===== config.mk =====
export PLATFORM = sky130hd
export DESIGN_NAME = sleep_mode_power_controller
export DESIGN_NICKNAME = d
export VERILOG_FILES = /design/src/core/sleep_mode_power_controller.v
export VERILOG_INCLUDE_DIRS = /design/src /design/src/core
export SDC_FILE = /design/constraint.sdc
export NUM_CORES = 1
export LEC_CHECK = 0
export BUFFER_PORTS_ARGS = -buffer_cell sky130_fd_sc_hd__buf_4
export CORE_ASPECT_RATIO = 0.8
export CORE_MARGIN = 2
export CORE_UTILIZATION = 45
export DETAILED_ROUTE_END_ITERATION = 8
export PLACE_DENSITY = 0.65
export REMOVE_ABC_BUFFERS = 1
export SLEW_MARGIN = 0
export SYNTH_ARGS = -nofsm -noshare
export SYNTH_HDL_FRONTEND = slang
export SYNTH_SLANG_ARGS = --single-unit

===== constraint.sdc =====
create_clock -name core_clk -period 4.3 [get_ports core_clk]
set_input_delay 0.645 -clock core_clk [delete_from_list [all_inputs] [get_ports core_clk]]
set_output_delay 0.645 -clock core_clk [all_outputs]
set_load 0.05 [all_outputs]

===== src/core/sleep_ctrl_map.vh =====
/*
  Constants of the sleep-mode power controller: mode codes, wake bit
  positions, clock gate bit positions and timing figures.
  Assumes a 100 MHz core clock; included by its bare name.
*/
`ifndef SLEEP_CTRL_MAP_VH
`define SLEEP_CTRL_MAP_VH

// sleep_kind_field codes
`define MODE_IDLE 3'h0
`define MODE_NOISE 3'h1
`define MODE_PDOWN 3'h2
`define MODE_PSAVE 3'h3
`define MODE_RSVD4 3'h4
`define MODE_RSVD5 3'h5
`define MODE_STBY 3'h6
`define MODE_XSTBY 3'h7

// wakeIrq bit positions
`define WK_EXT_EDGE 0
`define WK_PIN_CHANGE 1
`define WK_TWI_MATCH 2
`define WK_TIMER2 3
`define WK_NVM_READY 4
`define WK_ADC 5
`define WK_WDT 6
`define WK_SER_START 7
`define WK_SER_OTHER 8
`define WK_OTHER_IO 9
`define WK_WIDTH 10

// clkEnable bit positions
`define CK_CORE 0
`define CK_FLASH 1
`define CK_IO 2
`define CK_ADC 3
`define CK_ASYNC 4
`define CK_TOUCH 5
`define CK_MAIN_OSC 6
`define CK_TIMER_OSC 7
`define CK_WIDTH 8

// timing
`define CLK_PERIOD_NS 10
`define HALT_CYC 4
`define STBY_WAKE_CYC 6
`define BOD_WAKE_NS 60000
`define BROWNOUT_SLEEP_OFF_BIT_WINDOW_CYC 4
`define STARTUP_CYC_DFLT 16

`endif


===== src/core/sleep_mode_power_controller.v =====
/*
  Sleep-mode power controller: takes the core's sleep instruction, gates
  clock domains and oscillators per mode, watches wake sources, sequences
  wake-up and controls the brown-out detector during sleep.
  Assumes the core stalls while coreStall is high and that the pin inputs
  extIrqPinA/B arrive asynchronously; all other inputs are on core_clk.
*/
// Overview of operation
// - mode 000 is idle; core and flash clocks stop, and timer oscillator too unless timer 2 runs asynchronously.
// - idle keeps peripherals, converter, timers, watchdog, interrupts running.
// - idle wakes on external and internal interrupts.
// - converter enabled and its clock kept: conversion starts at sleep entry.
// - each mode gates clock domains and oscillators per its table.
// - each mode has its own set of accepted wake sources.
// - outside idle, external irq pins wake only by level, never edge.
// - outside idle, serial port wakes only by start frame detection.
// - timer oscillator, and timer 2 wake outside idle, only when timer 2 runs asynchronously.
// - power-save keeps main clock source while touch controller is enabled.
// - on interrupt wake, stall four cycles beyond start-up, then run handler.
// - register file and SRAM kept across sleep and wake-up.
// - reset during sleep wakes to the reset vector.
// - brown-out detector off during deep sleep if requested, back on at wake.
// - wake-up stretched to about 60 us when detector was off.
// - brown-out sleep off bit: 1 disables, 0 keeps detector; resets to 0.
// - that bit is written only through a timed enable sequence.
// - codes 001, 010, 011 select noise-reduction, power-down, power-save.
// - codes 110, 111 select standby modes only with crystal clock source.
// - wake from standby modes takes six cycles.
`timescale 1ns/100ps
`include "sleep_ctrl_map.vh"

module sleep_mode_power_controller #(
  parameter STARTUP_CYC = `STARTUP_CYC_DFLT,
  parameter BOD_WAKE_CYC = (`BOD_WAKE_NS + `CLK_PERIOD_NS - 1) / `CLK_PERIOD_NS,
  parameter CNT_W = 16
) (
  input wire core_clk,
  input wire nrst,
  input wire sleepInstr,
  input wire sleepEnableBit,
  input wire [2:0] sleepKindField,
  input wire crystalSelected,
  input wire adcEnabled,
  input wire timer2Async,
  input wire touchEnabled,
  input wire brownoutFusesOn,
  input wire bodsWrStb,
  input wire bodsWrData,
  input wire bodsEnWrData,
  input wire extIrqPinA,
  input wire extIrqPinB,
  input wire [1:0] extLevelMode,
  input wire [`WK_WIDTH-1:0] wakeIrq,
  input wire sysResetReq,
  output reg [`CK_WIDTH-1:0] clkEnable,
  output reg brownoutEn,
  output reg brownoutSleepOffBit,
  output reg adcAutoStart,
  output wire coreStall,
  output reg resumeIrq,
  output reg resumeReset,
  output reg sleeping,
  output reg [2:0] activeMode
);

  localparam ST_ACTIVE = 2'h0;
  localparam ST_SLEEP = 2'h1;
  localparam ST_START = 2'h2;
  localparam ST_HALT = 2'h3;
  // counts kept as integers so every use cuts them to width on purpose
  localparam integer HALT_LEN = `HALT_CYC, STBY_LEN = `STBY_WAKE_CYC, WIN_LEN = `BROWNOUT_SLEEP_OFF_BIT_WINDOW_CYC;

  // clock domains left running in each mode
  function [`CK_WIDTH-1:0] gateVec;
    input [2:0] mode;
    input t2a;
    input touch;
    begin
      gateVec = {`CK_WIDTH{1'b0}};
      case (mode)
        `MODE_IDLE: begin
          gateVec = {`CK_WIDTH{1'b1}};
          gateVec[`CK_CORE] = 1'b0;
          gateVec[`CK_FLASH] = 1'b0;
          gateVec[`CK_TIMER_OSC] = t2a;
        end
        `MODE_NOISE: begin
          gateVec[`CK_ADC] = 1'b1;
          gateVec[`CK_ASYNC] = 1'b1;
          gateVec[`CK_TOUCH] = 1'b1;
          gateVec[`CK_MAIN_OSC] = 1'b1;
          gateVec[`CK_TIMER_OSC] = t2a;
        end
        `MODE_PSAVE: begin
          gateVec[`CK_ASYNC] = 1'b1;
          gateVec[`CK_TOUCH] = 1'b1;
          gateVec[`CK_MAIN_OSC] = touch;
          gateVec[`CK_TIMER_OSC] = t2a;
        end
        `MODE_STBY: begin
          gateVec[`CK_MAIN_OSC] = 1'b1;
        end
        `MODE_XSTBY: begin
          gateVec[`CK_ASYNC] = t2a;
          gateVec[`CK_TOUCH] = 1'b1;
          gateVec[`CK_MAIN_OSC] = 1'b1;
          gateVec[`CK_TIMER_OSC] = t2a;
        end
        default: gateVec = {`CK_WIDTH{1'b0}}; // power-down stops all
      endcase
    end
  endfunction

  // wake sources accepted in each mode
  function [`WK_WIDTH-1:0] wakeMask;
    input [2:0] mode;
    input t2a;
    begin
      wakeMask = {`WK_WIDTH{1'b0}};
      // common to every mode; outside idle no edge, no other serial events
      wakeMask[`WK_PIN_CHANGE] = 1'b1;
      wakeMask[`WK_TWI_MATCH] = 1'b1;
      wakeMask[`WK_WDT] = 1'b1;
      wakeMask[`WK_SER_START] = 1'b1;
      case (mode)
        `MODE_IDLE: wakeMask = {`WK_WIDTH{1'b1}};
        `MODE_NOISE: begin
          wakeMask[`WK_TIMER2] = t2a;
          wakeMask[`WK_NVM_READY] = 1'b1;
          wakeMask[`WK_ADC] = 1'b1;
        end
        `MODE_PSAVE, `MODE_XSTBY: wakeMask[`WK_TIMER2] = t2a;
        default: wakeMask[`WK_TIMER2] = 1'b0; // power-down, standby
      endcase
    end
  endfunction

  // mode codes that actually enter sleep
  function modeOk;
    input [2:0] mode;
    input xtal;
    begin
      case (mode)
        `MODE_IDLE, `MODE_NOISE, `MODE_PDOWN, `MODE_PSAVE: modeOk = 1'b1;
        `MODE_STBY, `MODE_XSTBY: modeOk = xtal;
        default: modeOk = 1'b0;
      endcase
    end
  endfunction

  // modes where the detector may be switched off
  function bodOffOk;
    input [2:0] mode;
    begin
      case (mode)
        `MODE_PDOWN, `MODE_PSAVE, `MODE_STBY, `MODE_XSTBY: bodOffOk = 1'b1;
        default: bodOffOk = 1'b0;
      endcase
    end
  endfunction

  reg [1:0] state_r;
  reg [1:0] state_nxt;
  reg [2:0] mode_r;
  reg bodOff_r;
  reg resetWake_r;
  reg [CNT_W-1:0] cnt_r;
  reg [CNT_W-1:0] cnt_nxt;
  reg [CNT_W-1:0] wakeLen;
  reg [2:0] bodsWin_r;
  wire [1:0] pinRaw;
  wire [1:0] pinLow;
  wire [`WK_WIDTH-1:0] mask;
  wire levelWake;
  wire wakeNow;
  wire sleepGo;

  assign pinRaw = {extIrqPinB, extIrqPinA};

  // three-stage pin synchronisers; level counts once stages 2 and 3 agree
  genvar gi;
  generate
    for (gi = 0; gi < 2; gi = gi + 1) begin : pinSync
      reg s1_r;
      reg s2_r;
      reg s3_r;
      reg lvl_r;
      always @(posedge core_clk) begin
        if (!nrst) begin
          s1_r <= 1'b1;
          s2_r <= 1'b1;
          s3_r <= 1'b1;
          lvl_r <= 1'b1;
        end else begin
          s1_r <= pinRaw[gi];
          s2_r <= s1_r;
          s3_r <= s2_r;
          if (s2_r == s3_r) begin
            lvl_r <= s3_r;
          end
        end
      end
      assign pinLow[gi] = ~lvl_r & extLevelMode[gi];
    end
  endgenerate

  assign mask = wakeMask(mode_r, timer2Async);
  assign levelWake = |pinLow;
  assign wakeNow = levelWake | (|(wakeIrq & mask));
  // a sleep with the enable bit clear or a bad code is a no-op
  assign sleepGo = sleepInstr & sleepEnableBit & modeOk(sleepKindField, crystalSelected);
  assign coreStall = (state_r != ST_ACTIVE);

  // wake length: start-up time, six cycles for standby, stretched for detector
  always @* begin
    case (mode_r)
      `MODE_IDLE: wakeLen = {{(CNT_W-1){1'b0}}, 1'b1};
      `MODE_STBY, `MODE_XSTBY: wakeLen = STBY_LEN[CNT_W-1:0];
      default: wakeLen = STARTUP_CYC[CNT_W-1:0];
    endcase
    if (bodOff_r && (wakeLen < BOD_WAKE_CYC[CNT_W-1:0])) begin
      wakeLen = BOD_WAKE_CYC[CNT_W-1:0];
    end
  end

  // sleep sequencer next state
  always @* begin
    state_nxt = state_r;
    cnt_nxt = cnt_r;
    case (state_r)
      ST_ACTIVE: begin
        if (sleepGo) begin
          state_nxt = ST_SLEEP;
        end
      end
      ST_SLEEP: begin
        if (sysResetReq || wakeNow) begin
          state_nxt = ST_START;
          cnt_nxt = wakeLen;
        end
      end
      ST_START: begin
        if (cnt_r <= {{(CNT_W-1){1'b0}}, 1'b1}) begin
          if (resetWake_r) begin
            state_nxt = ST_ACTIVE;
          end else begin
            state_nxt = ST_HALT;
            cnt_nxt = HALT_LEN[CNT_W-1:0];
          end
        end else begin
          cnt_nxt = cnt_r - {{(CNT_W-1){1'b0}}, 1'b1};
        end
      end
      ST_HALT: begin
        if (cnt_r <= {{(CNT_W-1){1'b0}}, 1'b1}) begin
          state_nxt = ST_ACTIVE;
        end else begin
          cnt_nxt = cnt_r - {{(CNT_W-1){1'b0}}, 1'b1};
        end
      end
      default: state_nxt = ST_ACTIVE;
    endcase
  end

  // sequencer registers; core state itself is never touched here
  always @(posedge core_clk) begin
    if (!nrst) begin
      state_r <= ST_ACTIVE;
      cnt_r <= {CNT_W{1'b0}};
      mode_r <= `MODE_IDLE;
      bodOff_r <= 1'b0;
      resetWake_r <= 1'b0;
    end else begin
      state_r <= state_nxt;
      cnt_r <= cnt_nxt;
      if (state_r == ST_ACTIVE && sleepGo) begin
        mode_r <= sleepKindField;
        bodOff_r <= brownoutSleepOffBit & brownoutFusesOn & bodOffOk(sleepKindField);
        resetWake_r <= 1'b0;
      end else if (state_r == ST_SLEEP && sysResetReq) begin
        resetWake_r <= 1'b1;
      end
    end
  end

  // registered outputs; clkEnable and brownoutEn one cycle behind the state
  always @(posedge core_clk) begin
    if (!nrst) begin
      clkEnable <= {`CK_WIDTH{1'b1}};
      brownoutEn <= 1'b1;
      adcAutoStart <= 1'b0;
      resumeIrq <= 1'b0;
      resumeReset <= 1'b0;
      sleeping <= 1'b0;
      activeMode <= `MODE_IDLE;
    end else begin
      if (state_r == ST_SLEEP) begin
        clkEnable <= gateVec(mode_r, timer2Async, touchEnabled);
      end else begin
        clkEnable <= {`CK_WIDTH{1'b1}};
      end
      brownoutEn <= ~(state_r == ST_SLEEP && bodOff_r);
      // converter clock runs only in idle and noise reduction
      adcAutoStart <= sleepGo & (state_r == ST_ACTIVE) & adcEnabled &
        (sleepKindField == `MODE_IDLE || sleepKindField == `MODE_NOISE);
      resumeIrq <= (state_r == ST_HALT) && (state_nxt == ST_ACTIVE);
      resumeReset <= (state_r == ST_START) && (state_nxt == ST_ACTIVE);
      sleeping <= (state_nxt == ST_SLEEP);
      activeMode <= (state_r == ST_ACTIVE && sleepGo) ? sleepKindField : mode_r; // with sleeping
    end
  end

  // timed write of the brown-out sleep off bit: arm, then write within window
  always @(posedge core_clk) begin
    if (!nrst) begin
      brownoutSleepOffBit <= 1'b0;
      bodsWin_r <= 3'h0;
    end else begin
      if (bodsWrStb && bodsEnWrData && bodsWrData) begin
        bodsWin_r <= WIN_LEN[2:0];
      end else if (bodsWrStb && !bodsEnWrData && bodsWin_r != 3'h0) begin
        brownoutSleepOffBit <= bodsWrData;
        bodsWin_r <= 3'h0;
      end else if (bodsWin_r != 3'h0) begin
        bodsWin_r <= bodsWin_r - 3'h1;
      end
    end
  end

endmodule


; Word level (Yosys, flattened, before mapping)
; Index checks and enable logic that the tools add are counted.
[word_totals]
register_bits = 48
in_bits = 30
output_inout_bits = 18
elab_cells = 126
[classes]
addsub = 2
magnitude_cmp = 2
eq_ne = 18
n_mux = 29
n_bitwise = 16
reduce_logical = 37
[ops]
columns = cell, count
row1 = 2-to-1 mux 16 bit, 5
row2 = case mux 16 bit (3 select lines), 1
row3 = less-or-equal comparator 16 x 1 -> 1 bit (second input constant), 1
row4 = < comparator 16 x 13 -> 1 bit (second input constant), 1
row5 = OR reduction 4 bit, 4
row6 = subtractor 16 x 1 -> 16 bit (second input constant), 1
row7 = == test 3 bit (second input constant), 4
row8 = 2-to-1 mux 2 bit, 6
row9 = 2-to-1 mux 3 bit, 4
row10 = AND 10 bit, 1
row11 = logical AND 1 bit, 10
row12 = case mux 5 bit (2 select lines), 1
row13 = OR reduction 10 bit, 1
row14 = OR reduction 2 bit, 5
row15 = AND 1 bit, 9
row16 = == test 3 x 2 -> 1 bit (second input constant), 3
row17 = nonzero test 3 bit, 3
row18 = OR reduction 3 bit, 3
row19 = case mux 2 bit (4 select lines), 1
row20 = == test 3 x 1 -> 1 bit (second input constant), 2
row21 = zero test 3 bit, 2
row22 = 2-to-1 mux 1 bit, 6
row23 = case mux 1 bit (2 select lines), 3
row24 = inverter 1 bit, 5
row25 = 15 further kinds, 22

; Logic depth before layout (Yosys ltp)
; Gate-level depths: netlist (run 1).
[depth]
depth_word = 11
ltp_mapped = 9
depth_no_buf = 8

; Worst setup path before layout (run 1)
; No wires, ideal clock.
[synth_timing]
path_type = reg-to-reg
start = register activeMode[1] (netlist name)
end = register cnt_r[4]
setup_time_ns = 0.117
arrival_time_ns = 2.050
required_time_ns = 4.183
slack_ns = 2.133
path_stages_with_launch = 8
n_path_buf = 1
period_less_slack_ns = 2.167
path_cell_list = dfxtp_1 inv_1 mux2_2 a311oi_2 a311oi_1 buf_2 o21ai_0 a32o_1
[synth_rtl]
columns = element, line
row1 = "end signal, assigned", sleep_mode_power_controller.v:269  ; cnt_r <= {CNT_W{1'b0}};
row2 = "end signal, assigned", sleep_mode_power_controller.v:275  ; cnt_r <= cnt_nxt;
row3 = "end, declared", sleep_mode_power_controller.v:167  ; reg [CNT_W-1:0] cnt_r;

; Worst setup path in the final report (run 1)
[layout_timing]
start = register cnt_r[0]
end = register cnt_r[4]
[layout_via]
elab_chain_cells = 3
elab_cells_between_ends = 8
cone_classes = add/sub (1) / order compare (1) / eq/ne (2) / mux (3) / reduce/logical (1)
[layout_lines]
columns = element, line
row1 = subtractor 16 x 1 -> 16 bit / less-or-equal comparator 16 x 1 -> 1 bit (equally long branches), -
row2 = 2-to-1 mux 16 bit (tied with other cells), sleep_mode_power_controller.v:255  ; if (cnt_r <= {{(CNT_W-1){1'b0}}, 1'b1}) begin
row3 = case mux 16 bit (3 select lines) / AND reduction 4 bit (equally long branches), -
; Several ways; a longest one is shown, not always the timed one. The select of a mux whose other input is x is not followed.
; A chain may end at the register's enable or synchronous reset.

==> results.sh, run 1 <==
export IMPL_finalCritPeriodShare=0.538
export IMPL_ctsResizeCount=0
export IMPL_setup_viol=0
export IMPL_use_met2=0.320
export IMPL_use_met3=0.0461
export IMPL_max_slew_margin=0.372
export IMPL_layout_commonest_cell="buf_4"
export IMPL_use_met1=0.266
export IMPL_clk_path_buf_depth=2
export IMPL_final_nets=338
export IMPL_min_path_type="flop to flop"
export IMPL_rsz0062_at_grt="no"
export IMPL_maxCapViolations=0
export IMPL_grt_pass1_wl_um=8360
export IMPL_clkTransAtPathRegs_ns=0.08
export IMPL_worstPathRequired_ns=4.49
export IMPL_cts_root_buffer="clkbuf_8"
export IMPL_status="finished clean"
export IMPL_synthCells=260
export IMPL_cp_end_kind="flop"
export IMPL_clock_latency_ns=0.29
export IMPL_placed_cells=355
export IMPL_grt_busiest_layer="met2"
export IMPL_ys_ff_latch=47
export IMPL_cts_htree_levels=2
export IMPL_yosysWarnings=0
export IMPL_synth_distinct_cells=51
export IMPL_area_delta_synth_final_pct=21.3
export IMPL_die_w_um=82.8
export IMPL_cts_num_sinks=47
export IMPL_track_usage=0.196
export IMPL_wire_per_inst_um=13.7
export IMPL_reg2reg_slack_ns=1.99
export IMPL_drive_above_1_share=0.224
export IMPL_final_cell_mix="buf_4 (48), dfxtp_1 (47), o21ai_0 (26)"
export IMPL_synth_edff_count=0
export IMPL_gp_congestion=0.776
export IMPL_synth_seq_area_share=0.421
export IMPL_tritoncts="done"
export IMPL_start_util=0.478
export IMPL_clock_skew_ns=0.00492
export IMPL_postCtsHoldBufs=0
export IMPL_worstPathArrival_ns=2.50
export IMPL_postRouteWirelength_um=4960
export IMPL_synthFlopType="dfxtp_1"
export IMPL_post_route_drc_count=0
export IMPL_synth_area_um2=2230
export IMPL_grt_overflow=0
export IMPL_cts_buffers_inserted=5
export IMPL_drtAntennaViolNets=0
export IMPL_antenna_found_initial=0
export IMPL_io_pins=48
export IMPL_dr_pass1_iters=4
export IMPL_postCtsSetupRepairBufs=0
export IMPL_drt_vias_per_instance=5.34
export IMPL_pwr_density_cell_nw_per_um2=405
export IMPL_p_leak_nw=1.09
export IMPL_power_mw=1.10
export IMPL_grt_max_degree=44
export IMPL_critPathMaxFanout=20
export IMPL_slew_viol_final=0
export IMPL_core_area_um2=4680
export IMPL_ir_drop_v=0.000235
export IMPL_final_cells=363
export IMPL_hpwl_um=3610
export IMPL_die_area_um2=5550
export IMPL_crit_type="flop to flop"
export IMPL_tightest_slew_ns=0.933
export IMPL_fin_setup_tns_ns=0
export IMPL_diodes=0
export IMPL_drt_iter0_drc=99
export IMPL_avgSynthCellArea_um2=8.59
export IMPL_vias=1938
export IMPL_die_y_um=67.0
export IMPL_port_buffers=47
export IMPL_cp_start_kind="flop"
export IMPL_fin_ws_ns=1.99
export IMPL_post_route_min_period_ns=2.31
export IMPL_fp_row_count=22
export IMPL_grt_pass1_vias=1811
export IMPL_final_hold_violation_count=0
export IMPL_pre_cts_ws_ns=1.75
export IMPL_final_util=0.579
export IMPL_async_reset_ff_frac=0
export IMPL_max_clock_freq_ghz=0.432
## flip-flops by register name, summed over array words and instances (netlist names), 2 cells and up
| name | count |
|---|---|
| clkEnable | 7 |
| activeMode | 3 |
| cnt_r | 16 |
| pinSync.s2_r | 2 |
| pinSync.s1_r | 2 |
| state_r | 2 |
| pinSync.s3_r | 2 |
| pinSync.lvl_r | 2 |
| bodsWin_r | 3 |
## area by class of cell
type	instances	area [um^2]
inverters	10	37.5
repair buffers	48	360
flip-flops and latches	47	941
multi-input cells	190	1200
fillers	451	1970
clock buffers	8	100
well taps	60	75.1
## power breakdown
group	internal [mW]	total, mW	switching, mW	leakage (nW)
combinational	0.132	0.321	0.190	0.653
clock	0.147	0.285	0.138	0.0515
sequential	0.465	0.493	0.0278	0.382
total	0.743	1.10	0.356	1.09
## worst max-delay path, stage by stage, from the launching register on
cell and delay (ns):
dfxtp_1 0.40, inv_1 0.10, ha_1 0.25, o211ai_1 0.46
nor2_1 0.15, a311oi_2 0.25, buf_4 0.27, o21ai_0 0.11
a32o_1 0.23
## cells in the mapped netlist, types with 2 or more instances
master | count | area share
o211ai_1 | 2 | 0.0067
nor3b_1 | 2 | 0.0067
nand2_1 | 23 | 0.039
a21boi_0 | 8 | 0.027
o31ai_1 | 4 | 0.013
buf_2 | 2 | 0.0045
nor3_1 | 8 | 0.018
nand3_1 | 3 | 0.0067
o21ai_0 | 26 | 0.058
dfxtp_1 | 47 | 0.42
o21a_1 | 2 | 0.0067
o31a_1 | 2 | 0.0078
buf_4 | 2 | 0.0067
o22ai_1 | 2 | 0.0056
or2_2 | 2 | 0.0056
nor2b_1 | 9 | 0.025
inv_1 | 10 | 0.017
and2_1 | 6 | 0.017
or4_1 | 2 | 0.0067
a21oi_1 | 11 | 0.025
ha_1 | 6 | 0.034
nor2_1 | 21 | 0.035
nand2b_1 | 10 | 0.028
clkbuf_1 | 8 | 0.013
nand4_1 | 2 | 0.0056
a31oi_1 | 6 | 0.017
mux2i_1 | 5 | 0.022
nor4_1 | 6 | 0.017
## through the flow
step | area (um^2) | hold WS, ns
2_1_floorplan | 2170 | 0.386
3_3_place_gp | 2610 | 0.390
3_5_place_dp | 2610 | 0.411
4_1_cts | 2710 | 0.431
5_1_grt | 2710 | 0.462
6_report | 2710 | 0.428
## logic make-up (layout without fill, tap and decap cells)
| group | count (synthesis) | in the layout | share of synthesized area |
|---|---|---|---|
| buffers and inverters | 23 | 66 | 0.0465 |
| adder cells (fa/ha/maj) | 6 | 6 | 0.0336 |
| AND/OR/NAND/NOR | 101 | 101 | 0.244 |
| multiplexers | 6 | 6 | 0.0274 |
| XOR/XNOR | 2 | 2 | 0.00784 |
| AO/OA/AOI/OAI | 75 | 75 | 0.219 |
| flip-flops | 47 | 47 | 0.421 |
## routing by layer
layer	part of all wire	vias up
met5	0	-
met4	0	0
met1	0.51	881
met2	0.44	47
met3	0.048	0
li1	-	1010
## worst paths after layout
| path | from | end | depth (start not counted) |
|---|---|---|---|
| min | pinSync[1].s1_r$_SDFF_PN1_ | pinSync[1].s2_r$_SDFF_PN1_ | 1 |
| max | cnt_r[0]$_SDFFE_PN0P_ | cnt_r[4]$_SDFFE_PN0P_ | 8 |
| max reg2reg | cnt_r[0]$_SDFFE_PN0P_ | cnt_r[4]$_SDFFE_PN0P_ | 8 |
| min reg2reg | pinSync[1].s1_r$_SDFF_PN1_ | pinSync[1].s2_r$_SDFF_PN1_ | 1 |
(Power assumes the default switching activity.)
==> run 2, diff against run 1 <==
- clock period: 4.3 -> 2.4 ns (I/O delays scaled with it)
==> results.sh, run 2 (synthesis results as in run 1) <==
export IMPL_path_buf_inv=2
export IMPL_setup_viol=0
export IMPL_cts_root_buffer="clkbuf_8"
export IMPL_nFillCells=446
export IMPL_clkTransAtPathRegs_ns=0.09
export IMPL_crit_type="flop to flop"
export IMPL_slew_viol_final=0
export IMPL_pre_cts_ws_ns=0.226
export IMPL_reg2reg_slack_ns=0.30
export IMPL_max_clock_freq_ghz=0.476
export IMPL_finalCritPeriodShare=0.876
export IMPL_fin_ws_ns=0.298
export IMPL_tightest_slew_ns=0.555
export IMPL_postRouteWirelength_um=4990
export IMPL_antenna_found_initial=0
export IMPL_max_stage_delay_ns=0.53
export IMPL_p_leak_nw=1.14
export IMPL_post_route_min_period_ns=2.10
export IMPL_final_nets=347
export IMPL_ir_drop_v=0.000543
export IMPL_clock_skew_ns=0.00675
export IMPL_slowest_stage="dfxtp_1"
export IMPL_tritoncts="done"
export IMPL_drive_above_1_share=0.253
export IMPL_multi_input_area_um2=1200
export IMPL_regMostFlops="cnt_r"
export IMPL_path_delay_family="compound AO/OA/AOI/OAI gates"
export IMPL_final_cells=372
export IMPL_wire_per_inst_um=13.4
export IMPL_placed_cell_area_um2=2680
export IMPL_core_area_um2=4680
export IMPL_layout_commonest_cell="buf_4"
export IMPL_grt_pass1_wl_um=8610
export IMPL_min_path_type="input pin to flop"
export IMPL_cts_buffers_inserted=5
export IMPL_diodes=0
export IMPL_largest_register_ffs=16
export IMPL_final_hold_violation_count=0
export IMPL_pwr_density_cell_nw_per_um2=744
export IMPL_port_buffers=47
export IMPL_max_slew_margin=0.626
export IMPL_start_util=0.478
export IMPL_hold_depth=2
export IMPL_placed_cells=364
export IMPL_path_cells="nor2b_1, o2111ai_1, a311oi_2, buf_4, a311oi_2, buf_4, a32o_1"
export IMPL_worstPathArrival_ns=2.30
export IMPL_finalInstanceArea_um2=2800
export IMPL_hpwl_um=3550
export IMPL_die_y_um=67.0
export IMPL_fp_row_count=22
export IMPL_status="finished clean"
export IMPL_vias=1969
export IMPL_post_route_drc_count=0
export IMPL_drt_iter0_drc=90
export IMPL_cts_num_sinks=47
export IMPL_grt_pass1_vias=1872
export IMPL_cp_end_kind="flop"
export IMPL_clk_path_buf_depth=2
export IMPL_worstPathRequired_ns=2.60
export IMPL_final_util=0.598
export IMPL_maxCapViolations=0
export IMPL_cp_start_kind="flop"
export IMPL_drtAntennaViolNets=0
export IMPL_grt_max_degree=44
export IMPL_gp_congestion=0.792
export IMPL_track_usage=0.206
export IMPL_dr_pass1_iters=4
export IMPL_die_w_um=82.8
export IMPL_grt_overflow=0
export IMPL_postCtsHoldBufs=0
export IMPL_critPathMaxFanout=20
export IMPL_largestRegisters="cnt_r x16, clkEnable x7"
export IMPL_cp_depth=7
export IMPL_area_delta_synth_final_pct=25.1
export IMPL_clock_latency_ns=0.30
export IMPL_io_pins=48
export IMPL_drt_vias_per_instance=5.29
export IMPL_seq_area_um2=941
export IMPL_cts_htree_levels=2
export IMPL_die_area_um2=5550
export IMPL_r2r_cells=7
export IMPL_rsz0062_at_grt="no"
export IMPL_final_cell_mix="buf_4 (57), dfxtp_1 (47), o21ai_0 (26)"
==> run 2: metrics by stage <==
stage	TNS (ns)	power, mW	hold WS [ns]
after floorplan	-6.26	1.30	0.386
after global placement	0	1.49	0.391
after detailed placement	0	1.50	0.403
after CTS	0	2.10	0.227
after global routing	0	2.22	0.234
final	0	2.08	0.237
==> run 2: final cells by class <==
type	count	area share
clock buffer	6	0.0295
clock inverter	2	0.0125
inverter	10	0.0134
multi-input combinational	190	0.428
sequential	47	0.336
tap	60	0.0268
timing repair buffer	57	0.153
==> run 2: path summary, 6_finish.rpt <==
path | start | endpoint
max reg2reg | state_r[0]$_SDFF_PN0_ | cnt_r[4]$_SDFFE_PN0P_
min | extIrqPinB | pinSync[1].s1_r$_SDFF_PN1_
max | state_r[0]$_SDFF_PN0_ | cnt_r[4]$_SDFFE_PN0P_
min reg2reg | pinSync[1].s1_r$_SDFF_PN1_ | pinSync[1].s2_r$_SDFF_PN1_
==> run 2: what timing repair did <==
| action | 4_1_cts | 5_1_grt |
|---|---|---|
| setup buffers | 0 | 0 |
| endpoints found under the hold margin | 0 | 0 |
| endpoints found under the setup margin | 0 | 1 |
| gates resized for setup | 0 | 1 |
==> run 2: metal layers <==
layer  vias to the layer above  wire length, um  global-route usage
li1                       1031                -                   -
met1                       891             2490               0.278
met2                        43             2170               0.313
met3                         4              270              0.0474
met4                         0               63              0.0922
met5                         -                0                   0
==> run 2: where the power goes <==
| group | total [mW] | switching (mW) | leakage [nW] | internal [mW] |
|---|---|---|---|---|
| Sequential | 0.875 | 0.0427 | 0.382 | 0.833 |
| Clock | 0.601 | 0.264 | 0.0612 | 0.337 |
| Combinational | 0.604 | 0.349 | 0.699 | 0.255 |
